$ cat config.mk
export PLATFORM = sky130hd
export DESIGN_NAME = slow_oscillator_control
export DESIGN_NICKNAME = d
export VERILOG_FILES = /design/src/rtl/slow_oscillator_control.v /design/src/rtl/osc_avail_gate.v
export VERILOG_INCLUDE_DIRS = /design/src /design/src/rtl
export SDC_FILE = /design/constraint.sdc
export NUM_CORES = 1
export LEC_CHECK = 0
export BUFFER_PORTS_ARGS = -buffer_cell sky130_fd_sc_hd__buf_2
export CAP_MARGIN = 10
export CORE_ASPECT_RATIO = 2
export CORE_MARGIN = 2
export CORE_UTILIZATION = 45
export DETAILED_ROUTE_END_ITERATION = 8
export GPL_ROUTABILITY_DRIVEN = 0
export GPL_TIMING_DRIVEN = 0
export PLACE_DENSITY = 0.78
export SETUP_SLACK_MARGIN = 0.02
export SLEW_MARGIN = 10
export SYNTH_ARGS = -nofsm -noshare
export SYNTH_HDL_FRONTEND = slang
export SYNTH_SLANG_ARGS = --single-unit
$ cat constraint.sdc
create_clock -name CLK -period 6.43 [get_ports CLK]
set_input_delay 0.3215 -clock CLK [delete_from_list [all_inputs] [get_ports CLK]]
set_output_delay 0.3215 -clock CLK [all_outputs]
set_load 0.01 [all_outputs]
$ cat src/rtl/slow_osc_defines.vh
// Constants for the slow oscillator control block
`ifndef SLOW_OSC_DEFINES_VH
`define SLOW_OSC_DEFINES_VH

// ----------------------------------------------------------------
// Register byte offsets
// ----------------------------------------------------------------
`define INT_OSC_CTRL_OFS      8'h18
`define XTAL_CTRL_OFS         8'h1C
`define OSC_STATUS_OFS        8'h28

// ----------------------------------------------------------------
// Field positions
// ----------------------------------------------------------------
`define KEEP_RUN_BIT          7
`define STARTUP_HI_BIT        5
`define STARTUP_LO_BIT        4
`define SOURCE_SEL_BIT        2
`define LOW_POWER_BIT         1
`define ENABLE_BIT            0
`define STAT_XTAL_STABLE_BIT  4
`define STAT_INT_STABLE_BIT   2

// ----------------------------------------------------------------
// Reset values
// ----------------------------------------------------------------
`define INT_OSC_CTRL_RST      8'h00
`define XTAL_CTRL_RST         8'h00

// ----------------------------------------------------------------
// Sleep mode codes
// ----------------------------------------------------------------
`define MODE_ACTIVE           2'h0
`define MODE_IDLE             2'h1
`define MODE_STANDBY          2'h2
`define MODE_POWER_DOWN       2'h3

// ----------------------------------------------------------------
// Timing counts in oscillator cycles
// ----------------------------------------------------------------
`define INT_AVAIL_EDGES       3'h4
`define XTAL_AVAIL_EDGES      3'h3
`define XTAL_SU_1K            17'h00400
`define XTAL_SU_16K           17'h04000
`define XTAL_SU_32K           17'h08000
`define XTAL_SU_64K           17'h10000
`define EXT_CLK_RUN_EDGES     17'h00004

`endif

$ cat src/rtl/slow_oscillator_control.v
// Slow oscillator control: run policy, availability, start-up and APB registers
//
// Notes on behaviour
// - With its keep-running bit at 0 the internal oscillator runs only while requested.
// - With its keep-running bit at 1 the internal oscillator runs in every mode.
// - The internal oscillator reaches a consumer only while requested and after four cycles.
// - Enabled crystal with keep-running 0 runs only on request and only in Active or Idle.
// - Enabled crystal with keep-running 1 runs in Active, Idle, Standby and Power-Down.
// - After start-up the crystal reaches a requester within three of its cycles.
// - Start-up field bits 5:4 pick 1k, 16k, 32k or 64k crystal cycles.
// - Start-up field and source select ignore writes while enabled or stable.
// - Source select bit 2 picks crystal (0) or external clock on pin a (1).
// - Bit 1 turns the crystal low-power mode on when 1.
// - The stable flag reads 1 once crystal is stable or external clock runs.
//
// Our own choice: register access over APB.
`timescale 1ns/1ns
`include "slow_osc_defines.vh"
module slow_oscillator_control #(
    parameter [16:0] SU_COUNT_0 = `XTAL_SU_1K,
    parameter [16:0] SU_COUNT_1 = `XTAL_SU_16K,
    parameter [16:0] SU_COUNT_2 = `XTAL_SU_32K,
    parameter [16:0] SU_COUNT_3 = `XTAL_SU_64K
) (
    input  wire        CLK,
    input  wire        RESET,
    input  wire        PSEL,
    input  wire        PENABLE,
    input  wire        PWRITE,
    input  wire [7:0]  PADDR,
    input  wire [31:0] PWDATA,
    output reg  [31:0] PRDATA,
    output reg         PREADY,
    output reg         PSLVERR,
    input  wire [1:0]  SLEEP_MODE,
    input  wire        INT_OSC_REQ,
    input  wire        INT_OSC_LEVEL,
    input  wire        XTAL_OSC_REQ,
    input  wire        SLOW_XTAL_PIN_A,
    output reg         INT_OSC_RUN,
    output wire        INT_OSC_AVAIL,
    output reg         XTAL_OSC_RUN,
    output wire        XTAL_OSC_AVAIL,
    output reg         XTAL_EXT_CLOCK,
    output reg         XTAL_LOW_POWER,
    output reg         XTAL_PIN_OVERRIDE
);

    // ----------------------------------------------------------------
    // Register state
    // ----------------------------------------------------------------
    reg        int_keep_run_q;
    reg        xt_keep_run_q;
    reg [1:0]  crystal_startup_time_q;
    reg        xt_sel_q;
    reg        crystal_low_power_q;
    reg        xt_enable_q;
    reg        slow_crystal_stable_q;
    reg        slow_crystal_stable_d;
    reg        int_stable_q;
    reg [16:0] su_cnt_q;
    reg [16:0] su_cnt_d;
    reg        pin_prev_q;
    reg        int_prev_q;
    wire [7:0] int_rst_val = `INT_OSC_CTRL_RST;
    wire [7:0] xt_rst_val  = `XTAL_CTRL_RST;

    // ----------------------------------------------------------------
    // Bus decode
    // ----------------------------------------------------------------
    wire        setup_phase;
    wire        wr_strobe;
    wire        hit_int;
    wire        hit_xtal;
    wire        hit_stat;
    wire        hit_any;
    wire        cfg_locked;
    reg  [31:0] rd_word;

    assign setup_phase = PSEL & ~PENABLE;
    assign wr_strobe   = PSEL & PENABLE & PREADY & PWRITE;
    assign hit_int     = (PADDR == `INT_OSC_CTRL_OFS);
    assign hit_xtal    = (PADDR == `XTAL_CTRL_OFS);
    assign hit_stat    = (PADDR == `OSC_STATUS_OFS);
    assign hit_any     = hit_int | hit_xtal | hit_stat;
    assign cfg_locked  = xt_enable_q | slow_crystal_stable_q;

    // ----------------------------------------------------------------
    // Read mux
    // ----------------------------------------------------------------
    always @* begin
        rd_word = 32'h00000000;
        if (hit_int) begin
            rd_word[`KEEP_RUN_BIT] = int_keep_run_q;
        end else if (hit_xtal) begin
            rd_word[`KEEP_RUN_BIT]                    = xt_keep_run_q;
            rd_word[`STARTUP_HI_BIT:`STARTUP_LO_BIT]  = crystal_startup_time_q;
            rd_word[`SOURCE_SEL_BIT]                  = xt_sel_q;
            rd_word[`LOW_POWER_BIT]                   = crystal_low_power_q;
            rd_word[`ENABLE_BIT]                      = xt_enable_q;
        end else if (hit_stat) begin
            rd_word[`STAT_XTAL_STABLE_BIT] = slow_crystal_stable_q;
            rd_word[`STAT_INT_STABLE_BIT]  = int_stable_q;
        end
    end

    // ----------------------------------------------------------------
    // APB answer: one wait-free access after setup
    // ----------------------------------------------------------------
    always @(posedge CLK) begin
        if (RESET) begin
            PREADY  <= 1'b0;
            PSLVERR <= 1'b0;
            PRDATA  <= 32'h00000000;
        end else begin
            PREADY  <= setup_phase;
            PSLVERR <= setup_phase & ~hit_any;
            if (setup_phase && !PWRITE) begin
                PRDATA <= rd_word;
            end else if (!PSEL) begin
                PRDATA <= 32'h00000000;
            end
        end
    end

    // ----------------------------------------------------------------
    // Control register writes
    // ----------------------------------------------------------------
    always @(posedge CLK) begin
        if (RESET) begin
            int_keep_run_q         <= int_rst_val[`KEEP_RUN_BIT];
            xt_keep_run_q          <= xt_rst_val[`KEEP_RUN_BIT];
            crystal_startup_time_q <= xt_rst_val[`STARTUP_HI_BIT:`STARTUP_LO_BIT];
            xt_sel_q               <= xt_rst_val[`SOURCE_SEL_BIT];
            crystal_low_power_q    <= xt_rst_val[`LOW_POWER_BIT];
            xt_enable_q            <= xt_rst_val[`ENABLE_BIT];
        end else if (wr_strobe) begin
            if (hit_int) begin
                int_keep_run_q <= PWDATA[`KEEP_RUN_BIT];
            end
            if (hit_xtal) begin
                xt_keep_run_q       <= PWDATA[`KEEP_RUN_BIT];
                crystal_low_power_q <= PWDATA[`LOW_POWER_BIT];
                xt_enable_q         <= PWDATA[`ENABLE_BIT];
                if (!cfg_locked) begin
                    crystal_startup_time_q <= PWDATA[`STARTUP_HI_BIT:`STARTUP_LO_BIT];
                    xt_sel_q               <= PWDATA[`SOURCE_SEL_BIT];
                end
            end
        end
    end

    // ----------------------------------------------------------------
    // Run policy
    // ----------------------------------------------------------------
    wire int_run_d;
    wire awake;
    wire xt_run_d;

    assign int_run_d = int_keep_run_q | INT_OSC_REQ;
    assign awake     = (SLEEP_MODE == `MODE_ACTIVE) | (SLEEP_MODE == `MODE_IDLE);
    assign xt_run_d  = xt_enable_q & (xt_keep_run_q | (XTAL_OSC_REQ & awake));

    always @(posedge CLK) begin
        if (RESET) begin
            INT_OSC_RUN       <= 1'b0;
            XTAL_OSC_RUN      <= 1'b0;
            XTAL_EXT_CLOCK    <= 1'b0;
            XTAL_LOW_POWER    <= 1'b0;
            XTAL_PIN_OVERRIDE <= 1'b0;
        end else begin
            INT_OSC_RUN       <= int_run_d;
            XTAL_OSC_RUN      <= xt_run_d;
            XTAL_EXT_CLOCK    <= xt_sel_q;
            XTAL_LOW_POWER    <= crystal_low_power_q;
            XTAL_PIN_OVERRIDE <= xt_enable_q;
        end
    end

    // ----------------------------------------------------------------
    // Crystal start-up counter
    // ----------------------------------------------------------------
    reg  [16:0] su_target;
    wire        pin_rise;

    assign pin_rise = SLOW_XTAL_PIN_A & ~pin_prev_q;

    always @* begin
        case (crystal_startup_time_q)
            2'h0:    su_target = SU_COUNT_0;
            2'h1:    su_target = SU_COUNT_1;
            2'h2:    su_target = SU_COUNT_2;
            2'h3:    su_target = SU_COUNT_3;
            default: su_target = SU_COUNT_0;
        endcase
        if (xt_sel_q) begin
            su_target = `EXT_CLK_RUN_EDGES;
        end
    end

    always @* begin
        su_cnt_d              = su_cnt_q;
        slow_crystal_stable_d = slow_crystal_stable_q;
        if (!xt_enable_q) begin
            su_cnt_d              = 17'h00000;
            slow_crystal_stable_d = 1'b0;
        end else if (XTAL_OSC_RUN && pin_rise && !slow_crystal_stable_q) begin
            su_cnt_d = su_cnt_q + 17'h00001;
            if (su_cnt_q + 17'h00001 >= su_target) begin
                slow_crystal_stable_d = 1'b1;
            end
        end
    end

    always @(posedge CLK) begin
        if (RESET) begin
            su_cnt_q              <= 17'h00000;
            slow_crystal_stable_q <= 1'b0;
            pin_prev_q            <= 1'b0;
            int_prev_q            <= 1'b0;
            int_stable_q          <= 1'b0;
        end else begin
            su_cnt_q              <= su_cnt_d;
            slow_crystal_stable_q <= slow_crystal_stable_d;
            pin_prev_q            <= SLOW_XTAL_PIN_A;
            int_prev_q            <= INT_OSC_LEVEL;
            if (!INT_OSC_RUN) begin
                int_stable_q <= 1'b0;
            end else if (INT_OSC_LEVEL && !int_prev_q) begin
                int_stable_q <= 1'b1;
            end
        end
    end

    // ----------------------------------------------------------------
    // Availability to consumers
    // ----------------------------------------------------------------
    osc_avail_gate #(
        .EDGES     (`INT_AVAIL_EDGES)
    ) u_int_gate (
        .clk       (CLK),
        .reset     (RESET),
        .osc_level (INT_OSC_LEVEL),
        .open_req  (INT_OSC_REQ & INT_OSC_RUN),
        .avail_q   (INT_OSC_AVAIL)
    );

    osc_avail_gate #(
        .EDGES     (`XTAL_AVAIL_EDGES)
    ) u_xtal_gate (
        .clk       (CLK),
        .reset     (RESET),
        .osc_level (SLOW_XTAL_PIN_A),
        .open_req  (XTAL_OSC_REQ & XTAL_OSC_RUN & slow_crystal_stable_q),
        .avail_q   (XTAL_OSC_AVAIL)
    );

endmodule // slow_oscillator_control

$ cat src/rtl/osc_avail_gate.v
// Availability gate: passes an oscillator to a requester after N oscillator cycles
`timescale 1ns/1ns
module osc_avail_gate #(
    parameter [2:0] EDGES = 3'h4
) (
    input  wire clk,
    input  wire reset,
    input  wire osc_level,
    input  wire open_req,
    output reg  avail_q
);

    // ----------------------------------------------------------------
    // Edge detect on the sampled oscillator
    // ----------------------------------------------------------------
    reg       osc_prev_q;
    reg [2:0] edge_cnt_q;
    reg [2:0] edge_cnt_d;
    reg       avail_d;
    wire      osc_rise;

    assign osc_rise = osc_level & ~osc_prev_q;

    // ----------------------------------------------------------------
    // Cycle counter
    // ----------------------------------------------------------------
    always @* begin
        edge_cnt_d = edge_cnt_q;
        avail_d    = avail_q;
        if (!open_req) begin
            edge_cnt_d = 3'h0;
            avail_d    = 1'b0;
        end else if (osc_rise && !avail_q) begin
            edge_cnt_d = edge_cnt_q + 3'h1;
            if (edge_cnt_q + 3'h1 >= EDGES) begin
                avail_d = 1'b1;
            end
        end
    end

    always @(posedge clk) begin
        if (reset) begin
            osc_prev_q <= 1'b0;
            edge_cnt_q <= 3'h0;
            avail_q    <= 1'b0;
        end else begin
            osc_prev_q <= osc_level;
            edge_cnt_q <= edge_cnt_d;
            avail_q    <= avail_d;
        end
    end

endmodule // osc_avail_gate

# ---- Word level (Yosys, flattened, before mapping)
# Index checks and enable logic that the tools add are counted.
dict set report word_totals {
  word_cells 101
  out_inout_bits 41
  regBits 49
  inputBits 51
}
dict set report classes {
  magnitude_cmp 3
  addsub 3
  eq_ne 8
  n_bitwise 27
  n_reduce_logical 23
  n_mux 14
}
# cell n
set ops {}
lappend ops {{17-bit case mux with 4 select lines} 1}
lappend ops {{17-bit by 1-bit adder with 17-bit output, second input constant} 1}
lappend ops {{17-bit >= comparator} 1}
lappend ops {{17-bit 2-to-1 mux} 1}
lappend ops {{8-bit by 5-bit == test with 1-bit output, second input constant} 2}
lappend ops {{8-bit 2-to-1 mux} 2}
lappend ops {{1-bit AND} 12}
lappend ops {{2-bit AND reduction} 5}
lappend ops {{1-bit inverter} 9}
lappend ops {{8-bit by 6-bit == test with 1-bit output, second input constant} 1}
lappend ops {{2-bit OR reduction} 4}
lappend ops {{1-bit 2-to-1 mux} 7}
lappend ops {{3-bit by 1-bit adder with 3-bit output, second input constant} 2}
lappend ops {{1-bit logical AND} 6}
lappend ops {{1-bit OR} 6}
lappend ops {{1-bit zero test} 5}
lappend ops {{2-bit by 1-bit == test with 1-bit output, second input constant} 2}
lappend ops {{2-bit == test, second input constant} 2}
lappend ops {{2-bit zero test} 2}
lappend ops {{2-bit 2-to-1 mux} 2}
lappend ops {{3-bit by 2-bit >= comparator with 1-bit output, second input constant} 1}
lappend ops {{3-bit >= comparator, second input constant} 1}
lappend ops {{3-bit 2-to-1 mux} 1}
lappend ops {{3-bit AND reduction} 1}
lappend ops {{2-bit by 1-bit != test with 1-bit output, second input constant} 1}

# ---- Depth between registers and ports, before layout
dict set report logic_depth {
  depth_word 5
  depth_mapped 10
  mapped_depth_nobuf 10
}

# ---- Modules after synthesis
# A second synthesis with hierarchy kept.
dict set report hier_totals {
  hier_cells 313
  hier_area_um2 2819.0
}
# module instances seq_area_each_um2 cells_each area_each_um2
set modules_own_cells {}
lappend modules_own_cells {slow_oscillator_control 1 820.8 267 2323.5}
lappend modules_own_cells {{osc_avail_gate at u_int_gate} 1 100.1 22 249.0}
lappend modules_own_cells {{osc_avail_gate at u_xtal_gate} 1 100.1 24 246.5}

# ---- Worst setup path before layout
# OpenSTA, ideal clock, no wires.
dict set report synth_path {
  kind {reg-to-reg}
  from {register su_cnt_q[0]}
  to {register slow_crystal_stable_q}
  setup_ns 0.126
  t_arrival_ns 2.378
  n_path_buf 0
  stages_incl_launch_ff 11
  required_ns 6.304
  slack_ns 3.926
  period_less_slack_ns 2.504
  cell_sequence {dfxtp_1 -> ha_1 -> nand3_1 -> nand2b_1 -> nor3_1 -> xor2_1 -> ha_1 -> a211o_1 -> nor3_1 -> a311o_1 -> o211ai_1}
}
dict set report synth_via {
  elab_chain_cells 3
}
# item line_no
set synth_lines {}
lappend synth_lines {{start, declared} slow_oscillator_control.v:61} ;# reg [16:0] su_cnt_q;
lappend synth_lines {{start signal, assigned} slow_oscillator_control.v:223} ;# su_cnt_q <= su_cnt_d;
lappend synth_lines {{17-bit by 1-bit adder with 17-bit output} slow_oscillator_control.v:209} ;# if (su_cnt_q + 17'h00001 >= su_target) begin
lappend synth_lines {{17-bit >= comparator} slow_oscillator_control.v:209}
lappend synth_lines {{2-bit AND reduction (no source line)} n/a}
lappend synth_lines {{end signal, assigned} slow_oscillator_control.v:224} ;# slow_crystal_stable_q <= slow_crystal_stable_d;
lappend synth_lines {{end, declared} slow_oscillator_control.v:58} ;# reg slow_crystal_stable_q;
# No other way between the ends.
# A chain may end at the register's enable or synchronous reset.

# ---- Worst setup path in the final report
# Same ends and word-level chain as after synthesis.

==> metrics.csv <==
metric,value,unit
status,finished clean,
Tcrit/Tclk final,44.37,%
drt wl/cell,12.83,µm
Hold EP,PREADY$_SDFF_PP0_,
DRT Wirelength,5519,µm
TritonCTS clock tree,built,
Critical Path RT,6.61,ns
"FF+latch count, synth",49,
Post-synth EDFFs,0,
vias in the first global route,2067,
Worst-path clk slew,0.07,ns
area delta synth->final,19.34,%
CP peak stage delay,0.43,ns
NetSw,0.0001361,W
slew at the pin with the worst max-slew slack,0.5213,ns
RSZ-0062 raised after global routing,false,
Post-CTS Setup Bufs,0,
Layout Skew,0.008466,ns
Final setup viols,0,
Hold Path Class,primary input to flip-flop,
Longest Clk Path Bufs,2,
Core Box Area,0.005660,mm²
Via-to-Cell Ratio,5.112,
hold depth,2,
Synth Flop Type,dfxtp_1,
Top Ports,92,
Final min period,2.853,ns
setup TNS,0,ns
Post-Syn Instances,298,
Yosys top cell by area,dfxtp_1,
crit-path max FO,6,
clock sinks,49,
post-synthesis sequential area ratio,37.62,%
crit path capture type,flip-flop,
hold buffers post-CTS,0,
FF-to-FF End,slow_crystal_stable_q$_SDFFE_PP0P_,
clk root buf,clkbuf_16,
synth cell count leaders,"53 x nor2_1, 49 x dfxtp_1, 27 x buf_4, 16 x xor2_1, 13 x nand2_1",
clk_lat worst skew,0.29,ns
Post-DP HPWL,4367,µm
Cell Rows,39,
total gr overflow,0,
post-cts resize count,0,
critical path class,flip-flop to flip-flop,
Worst IR Drop VDD,0.2466,mV
1st-pass router iterations,4,
YS warnings,0,
worst hold start,PENABLE,
Final Hold Violating Endpoints,0,
drc violations,0,
Logic pwr share,6.8,%
max cap viols,0,
Final Max Slew Viols,0,
largest net degree at the start of global routing,16,
Synth async-reset ratio,0,%
post-route ant nets,0,
Sw Ratio,22.45,%
drt initial violations,75,
R2R Setup Slk,3.58,ns
cell count of the worst reg-to-reg path,10,
NumNets Final,429,
diode count,0,
die width,57.83,µm
dpl cells,422,
Seq pwr share,50.5,%
WP buf/inv,0,
Post-Layout Cell Count,430,
Mapped Area,0.002608,mm²
wire length of the first global-routing pass,9183,µm
Yosys cell types,48,
Hold WS,0.2274,ns
Worst R2R Start,su_cnt_q[0]$_SDFFE_PP0P_,
vias,2198,
PD cells,194.8,mW/mm²
"critical path, cell by cell",ha_1 -> nand3_1 -> nand2b_1 -> nor3_1 -> xor2_1 -> ha_1 -> a211o_1 -> nor3_1 -> a311o_1 -> o211ai_1,
WP data arrival,3.03,ns
die height,111.7,µm
"top cells by area, synth","dfxtp_1 38%, buf_4 7.8%, nor2_1 7.6%",
Worst path top cell family by delay,simple AND/OR/NAND/NOR gates,
syn avg cell area,8.750,µm²
H-tree levels,2,
Synth top area share,37.62,%
total power,0.0006062,W
I/O Buffers,38,
slew margin rel.,64.35,%
top-count cell post-synth,nor2_1,
Achievable Freq,0.3505,GHz
Lkg Pwr,1.403,nW
Setup crit start kind,flip-flop,
Die Area,0.006456,mm²
Clk pwr share,42.7,%
initial antenna violation count,0,
gr usage total,18.18,%
Internal,0.0004701,W
share of layout cells above drive strength 1,22.49,%
Initial Utilization,46.07,%
"Slowest-stage cell, CP",dfxtp_1,
CTS buffer count,5,
-- cell type report --
| cell class | count | area [µm²] |
|---|---|---|
| plain buffers | 34 | 229.0 |
| clock buffers | 6 | 128.9 |
| clock inverters | 2 | 15.01 |
| fillers | 543 | 2549 |
| inverters | 3 | 11.26 |
| multi-input cells | 237 | 1480 |
| flip-flops and latches | 49 | 980.9 |
| well taps | 61 | 76.32 |
| repair buffers | 38 | 190.2 |
-- state kept, by name (all words and copies together) (netlist names), 2 cells and up --
name and cells:
su_cnt_q 17, PRDATA 6, u_int_gate.edge_cnt_q 3, u_xtal_gate.edge_cnt_q 3, crystal_startup_time_q 2
-- power by group through the flow --
stage | combinational [W] | clock (W) | sequential [W]
after detailed placement | 0.0000403 | 0 | 0.000313
after CTS | 0.0000405 | 0.000263 | 0.000306
after global routing | 0.0000451 | 0.000278 | 0.000306
final | 0.0000410 | 0.000259 | 0.000306
after global placement | 0.0000398 | 0 | 0.000313
after floorplan | 0.0000281 | 0 | 0.000313
-- layer usage --
| layer | share of wire [%] | global-route usage (%) | vias up |
|---|---|---|---|
| met1 | 36 | 18.08 | 989 |
| met5 | 0 | 0 | - |
| met4 | 3.5 | 8.682 | 0 |
| met2 | 54 | 33.71 | 68 |
| li1 | - | - | 1128 |
| met3 | 5.6 | 4.181 | 13 |
-- placed cells by master, fill, tap and decap left out, drive strengths merged, types with 10 or more instances in the layout --
cell     n
xnor2   11
nand3   10
conb    26
xor2    16
buf     65
nand2   13
ha      10
nor2    53
dfxtp   49
clkbuf  13
-- worst max-delay path by stage --
stage                                              end  depth (start not counted)                     start  slack, ns
detailed placement  slow_crystal_stable_q$_SDFFE_PP0P_                         10  su_cnt_q[0]$_SDFFE_PP0P_       3.57
CTS                 slow_crystal_stable_q$_SDFFE_PP0P_                         10  su_cnt_q[0]$_SDFFE_PP0P_       3.57
floorplan           slow_crystal_stable_q$_SDFFE_PP0P_                         10  su_cnt_q[0]$_SDFFE_PP0P_       3.93
global route        slow_crystal_stable_q$_SDFFE_PP0P_                         10  su_cnt_q[0]$_SDFFE_PP0P_       3.33
global placement    slow_crystal_stable_q$_SDFFE_PP0P_                         10  su_cnt_q[0]$_SDFFE_PP0P_       3.62
finish              slow_crystal_stable_q$_SDFFE_PP0P_                         10  su_cnt_q[0]$_SDFFE_PP0P_       3.58
-- metrics by stage --
stage / cell area [µm²] / util, % / setup slack, ns
after global routing: 3112 / 54.97 / 3.326
after detailed placement: 2968 / 52.43 / 3.571
after CTS: 3112 / 54.97 / 3.567
after floorplan: 2701 / - / 3.926
final: 3112 / 54.97 / 3.577
after global placement: 2968 / 52.43 / 3.619
-- kinds of logic after synthesis --
kind of cell    synth area share [%]
mux                            3.887
simple gates                   26.87
buf+inv                        9.213
xor+xnor                       9.069
fa+ha+maj                      4.798
other cells                   0.1438
compound gates                 8.398
flops                          37.62
No activity file was read; power rests on OpenSTA's default activity.
